==> src/pkg/operand_addr_pkg.sv <==
package operand_addr_pkg;

    // register window pointers after reset: slices c0..c7 and c8..cf
    localparam logic [7:0] WIN_PTR_A_RST = 8'hC0;
    localparam logic [7:0] WIN_PTR_B_RST = 8'hC8;
    // low stack byte after reset, so the first push lands one below it
    localparam logic [7:0] STACK_LOW_RST = 8'hFF;
    localparam logic [7:0] STACK_STEP = 8'h01;

    // an 8-bit register operand with this upper nibble is a working register
    localparam logic [3:0] WORK_PREFIX = 4'hC;
    // start of the upper control area that indirect and indexed forms cannot reach
    localparam logic [7:0] CTRL_AREA_LO = 8'hC0;

    // field layout of a working register address and a window pointer
    localparam int WORK_SEL_BIT = 3;
    localparam int SLICE_MSB = 7;
    localparam int SLICE_LSB = 3;
    localparam int INSLICE_MSB = 2;

    // register pairs: high byte at even address, low byte at the odd one
    localparam logic [7:0] PAIR_EVEN_MASK = 8'hFE;
    localparam logic [7:0] PAIR_ODD_BIT = 8'h01;

    // vector calls stay in the lowest page of program memory
    localparam logic [7:0] VECTOR_PAGE = 8'h00;
    localparam logic [7:0] ZERO_BYTE = 8'h00;
    localparam logic [7:0] ONES_BYTE = 8'hFF;

    // the seven explicit operand addressing modes
    typedef enum logic [2:0] {
        MODE_REGISTER,
        MODE_POINTER_IN_REG,
        MODE_INDEXED,
        MODE_ABSOLUTE_OPERAND,
        MODE_VECTOR_TABLE_CALL,
        MODE_PC_OFFSET_JUMP,
        MODE_LITERAL_OPERAND
    } addr_mode_t;

    // instruction classes that matter to operand addressing
    typedef enum logic [3:0] {
        OP_LOAD_REGISTER,
        OP_LOAD_PROGRAM_MEMORY,
        OP_LOAD_EXTERNAL_MEMORY,
        OP_JUMP_ABSOLUTE,
        OP_CALL,
        OP_BIT_TEST_JUMP_IF_FALSE,
        OP_BIT_TEST_JUMP_IF_TRUE,
        OP_DECREMENT_JUMP_NONZERO,
        OP_COMPARE_INCR_JUMP_EQUAL,
        OP_COMPARE_INCR_JUMP_UNEQUAL,
        OP_JUMP_RELATIVE,
        OP_ALU
    } instr_class_t;

    // where the resolved address points
    typedef enum logic [2:0] {
        SPACE_REGFILE,
        SPACE_PROGRAM,
        SPACE_EXTERNAL,
        SPACE_PC_TARGET,
        SPACE_LITERAL
    } addr_space_t;

endpackage

==> src/rtl/work_window_regs.sv <==
`timescale 1ns/1ps
// holds the two working register window pointers
module work_window_regs
(
    input wire logic clk,
    input wire logic arst_n,
    input wire logic ptrWrEn,
    input wire logic ptrWrSel,
    input wire logic [7:0] ptrWrData,
    output logic [7:0] workWindowPtrA,
    output logic [7:0] workWindowPtrB
);

    logic [7:0] ptrA_r;
    logic [7:0] ptrB_r;

    // software-style writes select one pointer, reset picks the common area
    always_ff @(posedge clk or negedge arst_n)
    begin
        if (!arst_n)
        begin
            ptrA_r <= operand_addr_pkg::WIN_PTR_A_RST;
            ptrB_r <= operand_addr_pkg::WIN_PTR_B_RST;
        end
        else if (ptrWrEn)
        begin
            if (ptrWrSel)
                ptrB_r <= ptrWrData;
            else
                ptrA_r <= ptrWrData;
        end
    end

    assign workWindowPtrA = ptrA_r;
    assign workWindowPtrB = ptrB_r;

endmodule // work_window_regs

==> src/rtl/stack_pointer_unit.sv <==
`timescale 1ns/1ps
// low stack pointer byte with pre-decrement push and post-increment pop
module stack_pointer_unit
(
    input wire logic clk,
    input wire logic arst_n,
    input wire logic spWrEn,
    input wire logic [7:0] spWrData,
    input wire logic pushReq,
    input wire logic popReq,
    output logic [7:0] stackPtrLow,
    output logic [7:0] stackAddr,
    output logic stackAddrValid
);

    logic [7:0] sp_r;
    logic [7:0] stackAddr_r;
    logic stackAddrValid_r;
    logic pushOnly;
    logic popOnly;

    // a push and a pop in one cycle are both refused
    assign pushOnly = pushReq && !popReq && !spWrEn;
    assign popOnly = popReq && !pushReq && !spWrEn;

    // pointer update: direct load wins, push moves down first, pop moves up after
    always_ff @(posedge clk or negedge arst_n)
    begin
        if (!arst_n)
            sp_r <= operand_addr_pkg::STACK_LOW_RST;
        else if (spWrEn)
            sp_r <= spWrData;
        else if (pushOnly)
            sp_r <= sp_r - operand_addr_pkg::STACK_STEP;
        else if (popOnly)
            sp_r <= sp_r + operand_addr_pkg::STACK_STEP;
    end

    // access address: push uses the decremented value, pop the current one
    always_ff @(posedge clk or negedge arst_n)
    begin
        if (!arst_n)
        begin
            stackAddr_r <= operand_addr_pkg::ZERO_BYTE;
            stackAddrValid_r <= 1'b0;
        end
        else
        begin
            stackAddrValid_r <= pushOnly || popOnly;
            if (pushOnly)
                stackAddr_r <= sp_r - operand_addr_pkg::STACK_STEP;
            else if (popOnly)
                stackAddr_r <= sp_r;
        end
    end

    assign stackPtrLow = sp_r;
    assign stackAddr = stackAddr_r;
    assign stackAddrValid = stackAddrValid_r;

endmodule // stack_pointer_unit

==> src/rtl/operand_address_generation.sv <==
`timescale 1ns/1ps
module operand_address_generation
(
    input wire logic clk,
    input wire logic arst_n,
    input wire logic reqValid,
    output logic reqReady,
    input wire operand_addr_pkg::instr_class_t instrClass,
    input wire operand_addr_pkg::addr_mode_t addrMode,
    input wire logic wordOp,
    input wire logic workForm,
    input wire logic [7:0] regField,
    input wire logic [15:0] literalField,
    input wire logic shortOffset,
    input wire logic [15:0] pcNext,
    output logic rfRdEn,
    output logic [7:0] rfRdAddr,
    input wire logic [7:0] rfRdData,
    input wire logic ptrWrEn,
    input wire logic ptrWrSel,
    input wire logic [7:0] ptrWrData,
    output logic [7:0] workWindowPtrA,
    output logic [7:0] workWindowPtrB,
    input wire logic spWrEn,
    input wire logic [7:0] spWrData,
    input wire logic pushReq,
    input wire logic popReq,
    output logic [7:0] stackPtrLow,
    output logic [7:0] stackAddr,
    output logic stackAddrValid,
    output logic resultValid,
    output operand_addr_pkg::addr_space_t resultSpace,
    output logic [15:0] resultAddr,
    output logic [15:0] resultOperand,
    output logic resultSet2,
    output logic modeFault
);

    typedef enum logic [1:0] {
        ST_IDLE,
        ST_READ_FIRST,
        ST_READ_SECOND,
        ST_FINISH
    } gen_state_t;

    gen_state_t state_r;
    operand_addr_pkg::instr_class_t instr_r;
    operand_addr_pkg::addr_mode_t mode_r;
    logic word_r;
    logic short_r;
    logic pair_r;
    logic [15:0] lit_r;
    logic [15:0] pc_r;
    logic [7:0] regAddr_r;
    logic [7:0] rdAddr_r;
    logic [7:0] hiByte_r;
    logic [7:0] loByte_r;
    logic resultValid_r;
    operand_addr_pkg::addr_space_t resultSpace_r;
    logic [15:0] resultAddr_r;
    logic [15:0] resultOperand_r;
    logic resultSet2_r;
    logic modeFault_r;

    logic accept;
    logic allowed;
    logic [7:0] regAddrNow;
    logic needRead;
    logic needPair;
    logic [7:0] firstRdAddr;
    operand_addr_pkg::addr_space_t spaceNxt;
    logic [15:0] addrNxt;
    logic [15:0] operandNxt;
    logic set2Nxt;
    logic [15:0] pairWord;
    logic [15:0] offsetExt;

    // the two window pointers
    work_window_regs u_window
    (
        .clk(clk),
        .arst_n(arst_n),
        .ptrWrEn(ptrWrEn),
        .ptrWrSel(ptrWrSel),
        .ptrWrData(ptrWrData),
        .workWindowPtrA(workWindowPtrA),
        .workWindowPtrB(workWindowPtrB)
    );

    // the system stack pointer
    stack_pointer_unit u_stack
    (
        .clk(clk),
        .arst_n(arst_n),
        .spWrEn(spWrEn),
        .spWrData(spWrData),
        .pushReq(pushReq),
        .popReq(popReq),
        .stackPtrLow(stackPtrLow),
        .stackAddr(stackAddr),
        .stackAddrValid(stackAddrValid)
    );

    // joins a window pointer slice with the low three bits of a working address
    function automatic logic [7:0] workAddr(input logic [3:0] nib, input logic [7:0] pa, input logic [7:0] pb);
        logic [7:0] ptr;
        ptr = nib[operand_addr_pkg::WORK_SEL_BIT] ? pb : pa;
        workAddr = {ptr[operand_addr_pkg::SLICE_MSB:operand_addr_pkg::SLICE_LSB],
                    nib[operand_addr_pkg::INSLICE_MSB:0]};
    endfunction

    // true when an address falls in the upper control area
    function automatic logic inCtrlArea(input logic [7:0] a);
        inCtrlArea = (a >= operand_addr_pkg::CTRL_AREA_LO);
    endfunction

    // true for a memory load class
    function automatic logic isMemLoad(input operand_addr_pkg::instr_class_t ic);
        isMemLoad = (ic == operand_addr_pkg::OP_LOAD_PROGRAM_MEMORY) ||
                    (ic == operand_addr_pkg::OP_LOAD_EXTERNAL_MEMORY);
    endfunction

    // true for the classes that branch by a pc displacement
    function automatic logic isRelJump(input operand_addr_pkg::instr_class_t ic);
        isRelJump = (ic == operand_addr_pkg::OP_BIT_TEST_JUMP_IF_FALSE) ||
                    (ic == operand_addr_pkg::OP_BIT_TEST_JUMP_IF_TRUE) ||
                    (ic == operand_addr_pkg::OP_DECREMENT_JUMP_NONZERO) ||
                    (ic == operand_addr_pkg::OP_COMPARE_INCR_JUMP_EQUAL) ||
                    (ic == operand_addr_pkg::OP_COMPARE_INCR_JUMP_UNEQUAL) ||
                    (ic == operand_addr_pkg::OP_JUMP_RELATIVE);
    endfunction

    // true for absolute jump and call, whose addresses go to the pc
    function automatic logic isPcLoad(input operand_addr_pkg::instr_class_t ic);
        isPcLoad = (ic == operand_addr_pkg::OP_JUMP_ABSOLUTE) || (ic == operand_addr_pkg::OP_CALL);
    endfunction

    // target space of pointer and indexed forms for a class
    function automatic operand_addr_pkg::addr_space_t memSpace(input operand_addr_pkg::instr_class_t ic);
        if (ic == operand_addr_pkg::OP_LOAD_PROGRAM_MEMORY)
            memSpace = operand_addr_pkg::SPACE_PROGRAM;
        else if (ic == operand_addr_pkg::OP_LOAD_EXTERNAL_MEMORY)
            memSpace = operand_addr_pkg::SPACE_EXTERNAL;
        else if (isPcLoad(ic))
            memSpace = operand_addr_pkg::SPACE_PC_TARGET;
        else
            memSpace = operand_addr_pkg::SPACE_REGFILE;
    endfunction

    // mode permission table per class
    always_comb
    begin
        allowed = 1'b0;
        case (addrMode)
            operand_addr_pkg::MODE_REGISTER:
                allowed = !isPcLoad(instrClass) && (instrClass != operand_addr_pkg::OP_JUMP_RELATIVE);
            operand_addr_pkg::MODE_POINTER_IN_REG:
                allowed = (instrClass != operand_addr_pkg::OP_JUMP_RELATIVE);
            operand_addr_pkg::MODE_INDEXED:
                allowed = (instrClass == operand_addr_pkg::OP_LOAD_REGISTER) || isMemLoad(instrClass);
            operand_addr_pkg::MODE_ABSOLUTE_OPERAND:
                allowed = isPcLoad(instrClass) || isMemLoad(instrClass);
            operand_addr_pkg::MODE_VECTOR_TABLE_CALL:
                allowed = (instrClass == operand_addr_pkg::OP_CALL);
            operand_addr_pkg::MODE_PC_OFFSET_JUMP:
                allowed = isRelJump(instrClass);
            operand_addr_pkg::MODE_LITERAL_OPERAND:
                allowed = (instrClass == operand_addr_pkg::OP_LOAD_REGISTER) ||
                          (instrClass == operand_addr_pkg::OP_ALU);
            default:
                allowed = 1'b0;
        endcase
    end

    // operand register resolution and read plan for a new request
    always_comb
    begin
        if (workForm || (regField[7:4] == operand_addr_pkg::WORK_PREFIX))
            regAddrNow = workAddr(regField[3:0], workWindowPtrA, workWindowPtrB);
        else
            regAddrNow = regField;
        needRead = (addrMode == operand_addr_pkg::MODE_REGISTER) ||
                   (addrMode == operand_addr_pkg::MODE_POINTER_IN_REG) ||
                   (addrMode == operand_addr_pkg::MODE_INDEXED);
        if (addrMode == operand_addr_pkg::MODE_REGISTER)
            needPair = wordOp;
        else if (addrMode == operand_addr_pkg::MODE_POINTER_IN_REG)
            needPair = (memSpace(instrClass) != operand_addr_pkg::SPACE_REGFILE);
        else if (addrMode == operand_addr_pkg::MODE_INDEXED)
            needPair = isMemLoad(instrClass);
        else
            needPair = 1'b0;
        firstRdAddr = needPair ? (regAddrNow & operand_addr_pkg::PAIR_EVEN_MASK) : regAddrNow;
    end

    assign accept = reqValid && (state_r == ST_IDLE);
    assign reqReady = (state_r == ST_IDLE);
    assign rfRdEn = (state_r == ST_READ_FIRST) || (state_r == ST_READ_SECOND);
    assign rfRdAddr = rdAddr_r;

    // sequencer: optional one or two register reads, then one result cycle
    always_ff @(posedge clk or negedge arst_n)
    begin
        if (!arst_n)
            state_r <= ST_IDLE;
        else
        begin
            case (state_r)
                ST_IDLE:
                    if (accept && allowed)
                        state_r <= needRead ? ST_READ_FIRST : ST_FINISH;
                ST_READ_FIRST:
                    state_r <= pair_r ? ST_READ_SECOND : ST_FINISH;
                ST_READ_SECOND:
                    state_r <= ST_FINISH;
                default:
                    state_r <= ST_IDLE;
            endcase
        end
    end

    // request capture
    always_ff @(posedge clk or negedge arst_n)
    begin
        if (!arst_n)
        begin
            instr_r <= operand_addr_pkg::OP_ALU;
            mode_r <= operand_addr_pkg::MODE_REGISTER;
            word_r <= 1'b0;
            short_r <= 1'b0;
            pair_r <= 1'b0;
            lit_r <= 16'h0000;
            pc_r <= 16'h0000;
            regAddr_r <= operand_addr_pkg::ZERO_BYTE;
        end
        else if (accept && allowed)
        begin
            instr_r <= instrClass;
            mode_r <= addrMode;
            word_r <= wordOp;
            short_r <= shortOffset;
            pair_r <= needPair;
            lit_r <= literalField;
            pc_r <= pcNext;
            regAddr_r <= regAddrNow;
        end
    end

    // register file read address and captured bytes, high byte from the even one
    always_ff @(posedge clk or negedge arst_n)
    begin
        if (!arst_n)
        begin
            rdAddr_r <= operand_addr_pkg::ZERO_BYTE;
            hiByte_r <= operand_addr_pkg::ZERO_BYTE;
            loByte_r <= operand_addr_pkg::ZERO_BYTE;
        end
        else if (accept && allowed)
        begin
            rdAddr_r <= firstRdAddr;
            hiByte_r <= operand_addr_pkg::ZERO_BYTE;
        end
        else if (state_r == ST_READ_FIRST)
        begin
            if (pair_r)
            begin
                hiByte_r <= rfRdData;
                rdAddr_r <= rdAddr_r | operand_addr_pkg::PAIR_ODD_BIT;
            end
            else
                loByte_r <= rfRdData;
        end
        else if (state_r == ST_READ_SECOND)
            loByte_r <= rfRdData;
    end

    assign pairWord = {hiByte_r, loByte_r};
    // short memory offsets are signed bytes, long ones a full word
    assign offsetExt = short_r ? {{8{lit_r[7]}}, lit_r[7:0]} : lit_r;

    // effective address and operand per mode
    always_comb
    begin
        spaceNxt = operand_addr_pkg::SPACE_REGFILE;
        addrNxt = 16'h0000;
        operandNxt = 16'h0000;
        set2Nxt = 1'b0;
        case (mode_r)
            operand_addr_pkg::MODE_REGISTER:
            begin
                addrNxt = {operand_addr_pkg::ZERO_BYTE, regAddr_r & (word_r ? operand_addr_pkg::PAIR_EVEN_MASK
                                                                            : operand_addr_pkg::ONES_BYTE)};
                operandNxt = pairWord;
            end
            operand_addr_pkg::MODE_POINTER_IN_REG:
            begin
                spaceNxt = memSpace(instr_r);
                if (pair_r)
                    addrNxt = pairWord;
                else
                begin
                    addrNxt = {operand_addr_pkg::ZERO_BYTE, loByte_r};
                    set2Nxt = inCtrlArea(loByte_r);
                end
            end
            operand_addr_pkg::MODE_INDEXED:
            begin
                spaceNxt = memSpace(instr_r);
                if (pair_r)
                    addrNxt = pairWord + offsetExt;
                else
                begin
                    addrNxt = {operand_addr_pkg::ZERO_BYTE, lit_r[7:0] + loByte_r};
                    set2Nxt = inCtrlArea(lit_r[7:0] + loByte_r);
                end
            end
            operand_addr_pkg::MODE_ABSOLUTE_OPERAND:
            begin
                spaceNxt = memSpace(instr_r);
                addrNxt = lit_r;
            end
            operand_addr_pkg::MODE_VECTOR_TABLE_CALL:
            begin
                spaceNxt = operand_addr_pkg::SPACE_PROGRAM;
                addrNxt = {operand_addr_pkg::VECTOR_PAGE, lit_r[7:0]};
            end
            operand_addr_pkg::MODE_PC_OFFSET_JUMP:
            begin
                spaceNxt = operand_addr_pkg::SPACE_PC_TARGET;
                addrNxt = pc_r + {{8{lit_r[7]}}, lit_r[7:0]};
            end
            operand_addr_pkg::MODE_LITERAL_OPERAND:
            begin
                spaceNxt = operand_addr_pkg::SPACE_LITERAL;
                operandNxt = word_r ? lit_r : {operand_addr_pkg::ZERO_BYTE, lit_r[7:0]};
            end
            default:
                spaceNxt = operand_addr_pkg::SPACE_REGFILE;
        endcase
    end

    // result registers, loaded in the finish cycle
    always_ff @(posedge clk or negedge arst_n)
    begin
        if (!arst_n)
        begin
            resultValid_r <= 1'b0;
            resultSpace_r <= operand_addr_pkg::SPACE_REGFILE;
            resultAddr_r <= 16'h0000;
            resultOperand_r <= 16'h0000;
            resultSet2_r <= 1'b0;
        end
        else
        begin
            resultValid_r <= (state_r == ST_FINISH);
            if (state_r == ST_FINISH)
            begin
                resultSpace_r <= spaceNxt;
                resultAddr_r <= addrNxt;
                resultOperand_r <= operandNxt;
                resultSet2_r <= set2Nxt;
            end
        end
    end

    // one-cycle flag for a mode that the class does not permit
    always_ff @(posedge clk or negedge arst_n)
    begin
        if (!arst_n)
            modeFault_r <= 1'b0;
        else
            modeFault_r <= accept && !allowed;
    end

    assign resultValid = resultValid_r;
    assign resultSpace = resultSpace_r;
    assign resultAddr = resultAddr_r;
    assign resultOperand = resultOperand_r;
    assign resultSet2 = resultSet2_r;
    assign modeFault = modeFault_r;

endmodule // operand_address_generation

==> config.mk <==
export PLATFORM = sky130hd
export DESIGN_NAME = operand_address_generation
export DESIGN_NICKNAME = d
export VERILOG_FILES = /design/src/pkg/operand_addr_pkg.sv /design/src/rtl/work_window_regs.sv /design/src/rtl/stack_pointer_unit.sv /design/src/rtl/operand_address_generation.sv
export SDC_FILE = /design/constraint.sdc
export NUM_CORES = 1
export LEC_CHECK = 0
export BUFFER_PORTS_ARGS = -buffer_cell sky130_fd_sc_hd__buf_2
export CORE_MARGIN = 2
export CORE_UTILIZATION = 56
export DETAILED_ROUTE_END_ITERATION = 8
export HOLD_SLACK_MARGIN = 0.12
export PLACE_DENSITY = 0.81
export SLEW_MARGIN = 10
export SYNTH_ARGS = -nofsm -noshare
export SYNTH_HDL_FRONTEND = slang
export SYNTH_SLANG_ARGS = --single-unit
==> constraint.sdc <==
create_clock -name clk -period 3.05 [get_ports clk]
set_clock_uncertainty 0.05 [all_clocks]
set_input_delay 0.61 -clock clk [delete_from_list [all_inputs] [get_ports clk]]
set_output_delay 0.61 -clock clk [all_outputs]
set_load 0.005 [all_outputs]
==> results.json <==
{
  "detail_route.wl_per_cell_microns": 17.5,
  "initial_core_util_pct": 57.9,
  "finalHoldViolCount": 0,
  "sequential_fraction_of_design_power_pct": 32.5,
  "comb_power_share_pct": 47.8,
  "grt_antenna_before_repair": 0,
  "hold_bufs_inserted_after_cts": 0,
  "hpwlAfterDp_microns": 15900,
  "min_period_ns": 2.76,
  "vias_in_the_first_global_route": 7281,
  "maxCapViolCount": 0,
  "worst-slew-pin-transition_ns": 1.21,
  "globalRoute.totalOverflow": 0,
  "synth_seq_cells": 147,
  "design.die.area_sq_mm": 0.0161,
  "netlist_instances": 930,
  "clock_sink_count": 147,
  "slew_headroom_pct": 18.8,
  "clkSlewWorstSetupHoldPaths_ns": 0.06,
  "grt_usage_pct": 28.7,
  "fp.coreArea_sq_mm": 0.0146,
  "drt_iter0_drc": 514,
  "netSwitchingFraction_pct": 41.4,
  "dominantRegCellSynth": "sky130_fd_sc_hd__dfrtp_1",
  "routed-via-count": 7556,
  "seq_area_frac_synth_pct": 43.7,
  "worst-r2r-setup-slack_ns": 0.29,
  "power_density_over_the_cells_mw_per_mm2": 1070,
  "chipWidth_microns": 127,
  "gp_routability_congestion": 0.970,
  "worst-endpoint-arrival_ns": 2.99,
  "maxSlewViolCount": 0,
  "first_pass_grt_wire_length_microns": 37100,
  "worst_setup_path_end_kind": "flip-flop",
  "max_freq_ghz": 0.363,
  "tritoncts": "built",
  "master_cell_of_the_clock_root_buffer": "sky130_fd_sc_hd__clkbuf_16",
  "grt_setup_unrepaired": "no",
  "tcrit_tclk_final_pct": 90.4,
  "drc_errors_left": 0,
  "critical_path.max_fanout": 6,
  "die-height_microns": 127,
  "timing.final.setup_violations": 0,
  "power_switching_mw": 4.47,
  "netlist-cell-type-count": 61,
  "postSynth.asyncResetShare_pct": 100,
  "tritoncts.num_buffers": 17,
  "ys.warnings.count": 0,
  "synth.net_count": 1050,
  "via_per_inst": 5.93,
  "portBuffers": 162,
  "drive_gt1_share_pct": 24.0,
  "ir_drop_mv": 0.567,
  "min-delay-path-class": "input pin to async pin",
  "syn-cell-area_sq_mm": 0.00847,
  "diodes": 0,
  "first_pass_iters": 5,
  "timing.critical_path.from_type": "flip-flop",
  "clkLatencyLatePin_ns": 0.43,
  "leakagePower_nw": 4.93,
  "run_status": "complete, no violations",
  "critPathKind": "flip-flop to flip-flop",
  "fin_setup_tns_ns": 0,
  "boundaryPins": 163,
  "final_total_pwr_mw": 10.8,
  "fin_nets": 1197,
  "largest_net_degree_at_the_start_of_global_routing": 66,
  "cts_max_path_buffers": 2,
  "rows": 44,
  "syn_area_per_cell_sq_um": 9.11,
  "fin_ws_ns": 0.292,
  "finalWirelength_microns": 22400,
  "critPathRequiredTime_ns": 3.28,
  "clock_tree.htree_level_count": 4,
  "clockPowerShare_pct": 19.6,
  "synthToLayoutAreaGrowth_pct": 19.0,
  "place_worst_setup_slack_ns": 0.305,
  "power.internal_mw": 6.33,
  "nFillCells": 1180,
  "cts_post_setup_buffers_inserted": 0,
  "final_antenna_net_count": 0,
  "cts_resized": 0,
  "synth_edf_count": 0
}
-- worst max-delay path, cell delays in order, from the launching register on --
cell and delay, ns:
sky130_fd_sc_hd__dfrtp_1 0.46, sky130_fd_sc_hd__ha_1 0.39, sky130_fd_sc_hd__o211ai_1 0.18, sky130_fd_sc_hd__o21ai_0 0.18, sky130_fd_sc_hd__o21ai_0 0.31, sky130_fd_sc_hd__o21ai_0 0.24
sky130_fd_sc_hd__a311oi_1 0.48, sky130_fd_sc_hd__xnor2_1 0.21, sky130_fd_sc_hd__o211ai_1 0.11
-- power by group through the flow --
stage	clock [mW]	sequential [mW]	combinational (mW)
global route	2.24	3.60	5.74
finish	2.12	3.52	5.17
global placement	0	3.48	4.96
CTS	2.14	3.49	5.14
floorplan	0	3.24	3.81
detailed placement	0	3.51	5.07
-- cell families (layout without fill, tap and decap cells) --
logic type               Yosys count  count (layout)  synth area share, %
AND/OR/NAND/NOR                  324             324                 17.2
AO/OA/AOI/OAI                    256             256                 19.8
flip-flops                       147             147                 43.7
buffers and inverters             86             246                 3.97
multiplexers                      43              43                 5.82
adder cells (fa/ha/maj)           38              38                 5.79
XOR/XNOR                          36              36                 3.72
-- metrics by stage --
step	hold slack (ns)	cell area (sq um)	utilization, %	std cells
floorplan	0.264	8470	-	930
global placement	0.408	9490	64.8	1242
detailed placement	0.409	9490	64.8	1242
CTS	0.125	10100	68.9	1274
global route	0.155	10100	68.9	1274
finish	0.118	10100	68.9	1274
-- sequential cells by signal, summed over array words and instances, names as in the netlist, 16 cells and up --
| name | flops |
|---|---|
| pc_r | 16 |
| resultAddr | 16 |
| lit_r | 16 |
| resultOperand | 16 |
-- per-layer routing --
layer	GRT usage [%]	wire [microns]
met1	37.8	9700
met2	47.2	10700
met3	6.32	1380
met4	10.3	529
met5	0	0
-- final cells by class --
| type | count | area (sq um) | share of cell area, % |
|---|---|---|---|
| Multi-Input combinational cell | 697 | 4450 | 44.1 |
| Sequential cell | 147 | 3700 | 36.7 |
| Timing Repair Buffer | 179 | 982 | 9.74 |
| Clock buffer | 21 | 470 | 4.66 |
| Tap cell | 184 | 230 | 2.28 |
| Inverter | 35 | 131 | 1.30 |
| Clock inverter | 11 | 126 | 1.25 |
-- final timing paths --
kind,start,cells after the start,end
worst max-delay path,lit_r[2],8,resultAddr[15]
worst min-delay path,arst_n,1,lit_r[10]
worst max register to register,lit_r[2],8,resultAddr[15]
worst min register to register,instr_r[3],2,instr_r[3]
max in group asynchronous,arst_n,2,u_stack.stackPtrLow[0]
min in group clk,pcNext[13],3,pc_r[13]
-- cell usage after synthesis, types with 8 or more instances --
master,number,share of area [%]
sky130_fd_sc_hd__a211oi_1,10,0.89
sky130_fd_sc_hd__a21o_1,15,1.3
sky130_fd_sc_hd__a21oi_1,54,3.2
sky130_fd_sc_hd__a221o_1,10,1.2
sky130_fd_sc_hd__a22oi_1,21,1.9
sky130_fd_sc_hd__a31oi_1,11,0.81
sky130_fd_sc_hd__and3_1,13,0.96
sky130_fd_sc_hd__buf_2,11,0.65
sky130_fd_sc_hd__clkbuf_1,34,1.5
sky130_fd_sc_hd__dfrtp_1,131,39
sky130_fd_sc_hd__dfstp_2,16,5.0
sky130_fd_sc_hd__ha_1,36,5.3
sky130_fd_sc_hd__inv_1,35,1.6
sky130_fd_sc_hd__mux2_2,18,2.4
sky130_fd_sc_hd__mux2_4,8,1.4
sky130_fd_sc_hd__mux2i_1,17,2.0
sky130_fd_sc_hd__nand2_1,183,8.1
sky130_fd_sc_hd__nand2b_1,12,0.89
sky130_fd_sc_hd__nor2_1,52,2.3
sky130_fd_sc_hd__nor2b_1,14,1.0
sky130_fd_sc_hd__nor3_1,9,0.53
sky130_fd_sc_hd__o21ai_0,61,3.6
sky130_fd_sc_hd__o2bb2ai_1,8,0.83
sky130_fd_sc_hd__xnor2_1,22,2.3
sky130_fd_sc_hd__xor2_1,14,1.4
-- placed cells by master (no fill, tap or decap), drive strengths merged, types with 7 or more instances in the layout --
cell     netlist  final
a211oi        10     10
a21o          15     15
a21oi         54     54
a221o         10     10
a22oi         21     21
a31oi         11     11
and3          13     13
buf           17    179
clkbuf        34     21
dfrtp        131    131
dfstp         16     16
ha            36     36
inv           35     37
mux2          26     26
mux2i         17     17
nand2        183    183
nand2b        12     12
nand3          9      9
nand4          7      7
nor2          52     52
nor2b         14     14
nor3           9      9
o21ai         67     67
o22a           7      7
o2bb2ai        8      8
xnor2         22     22
xor2          14     14
No activity file was read; power rests on OpenSTA's default activity.
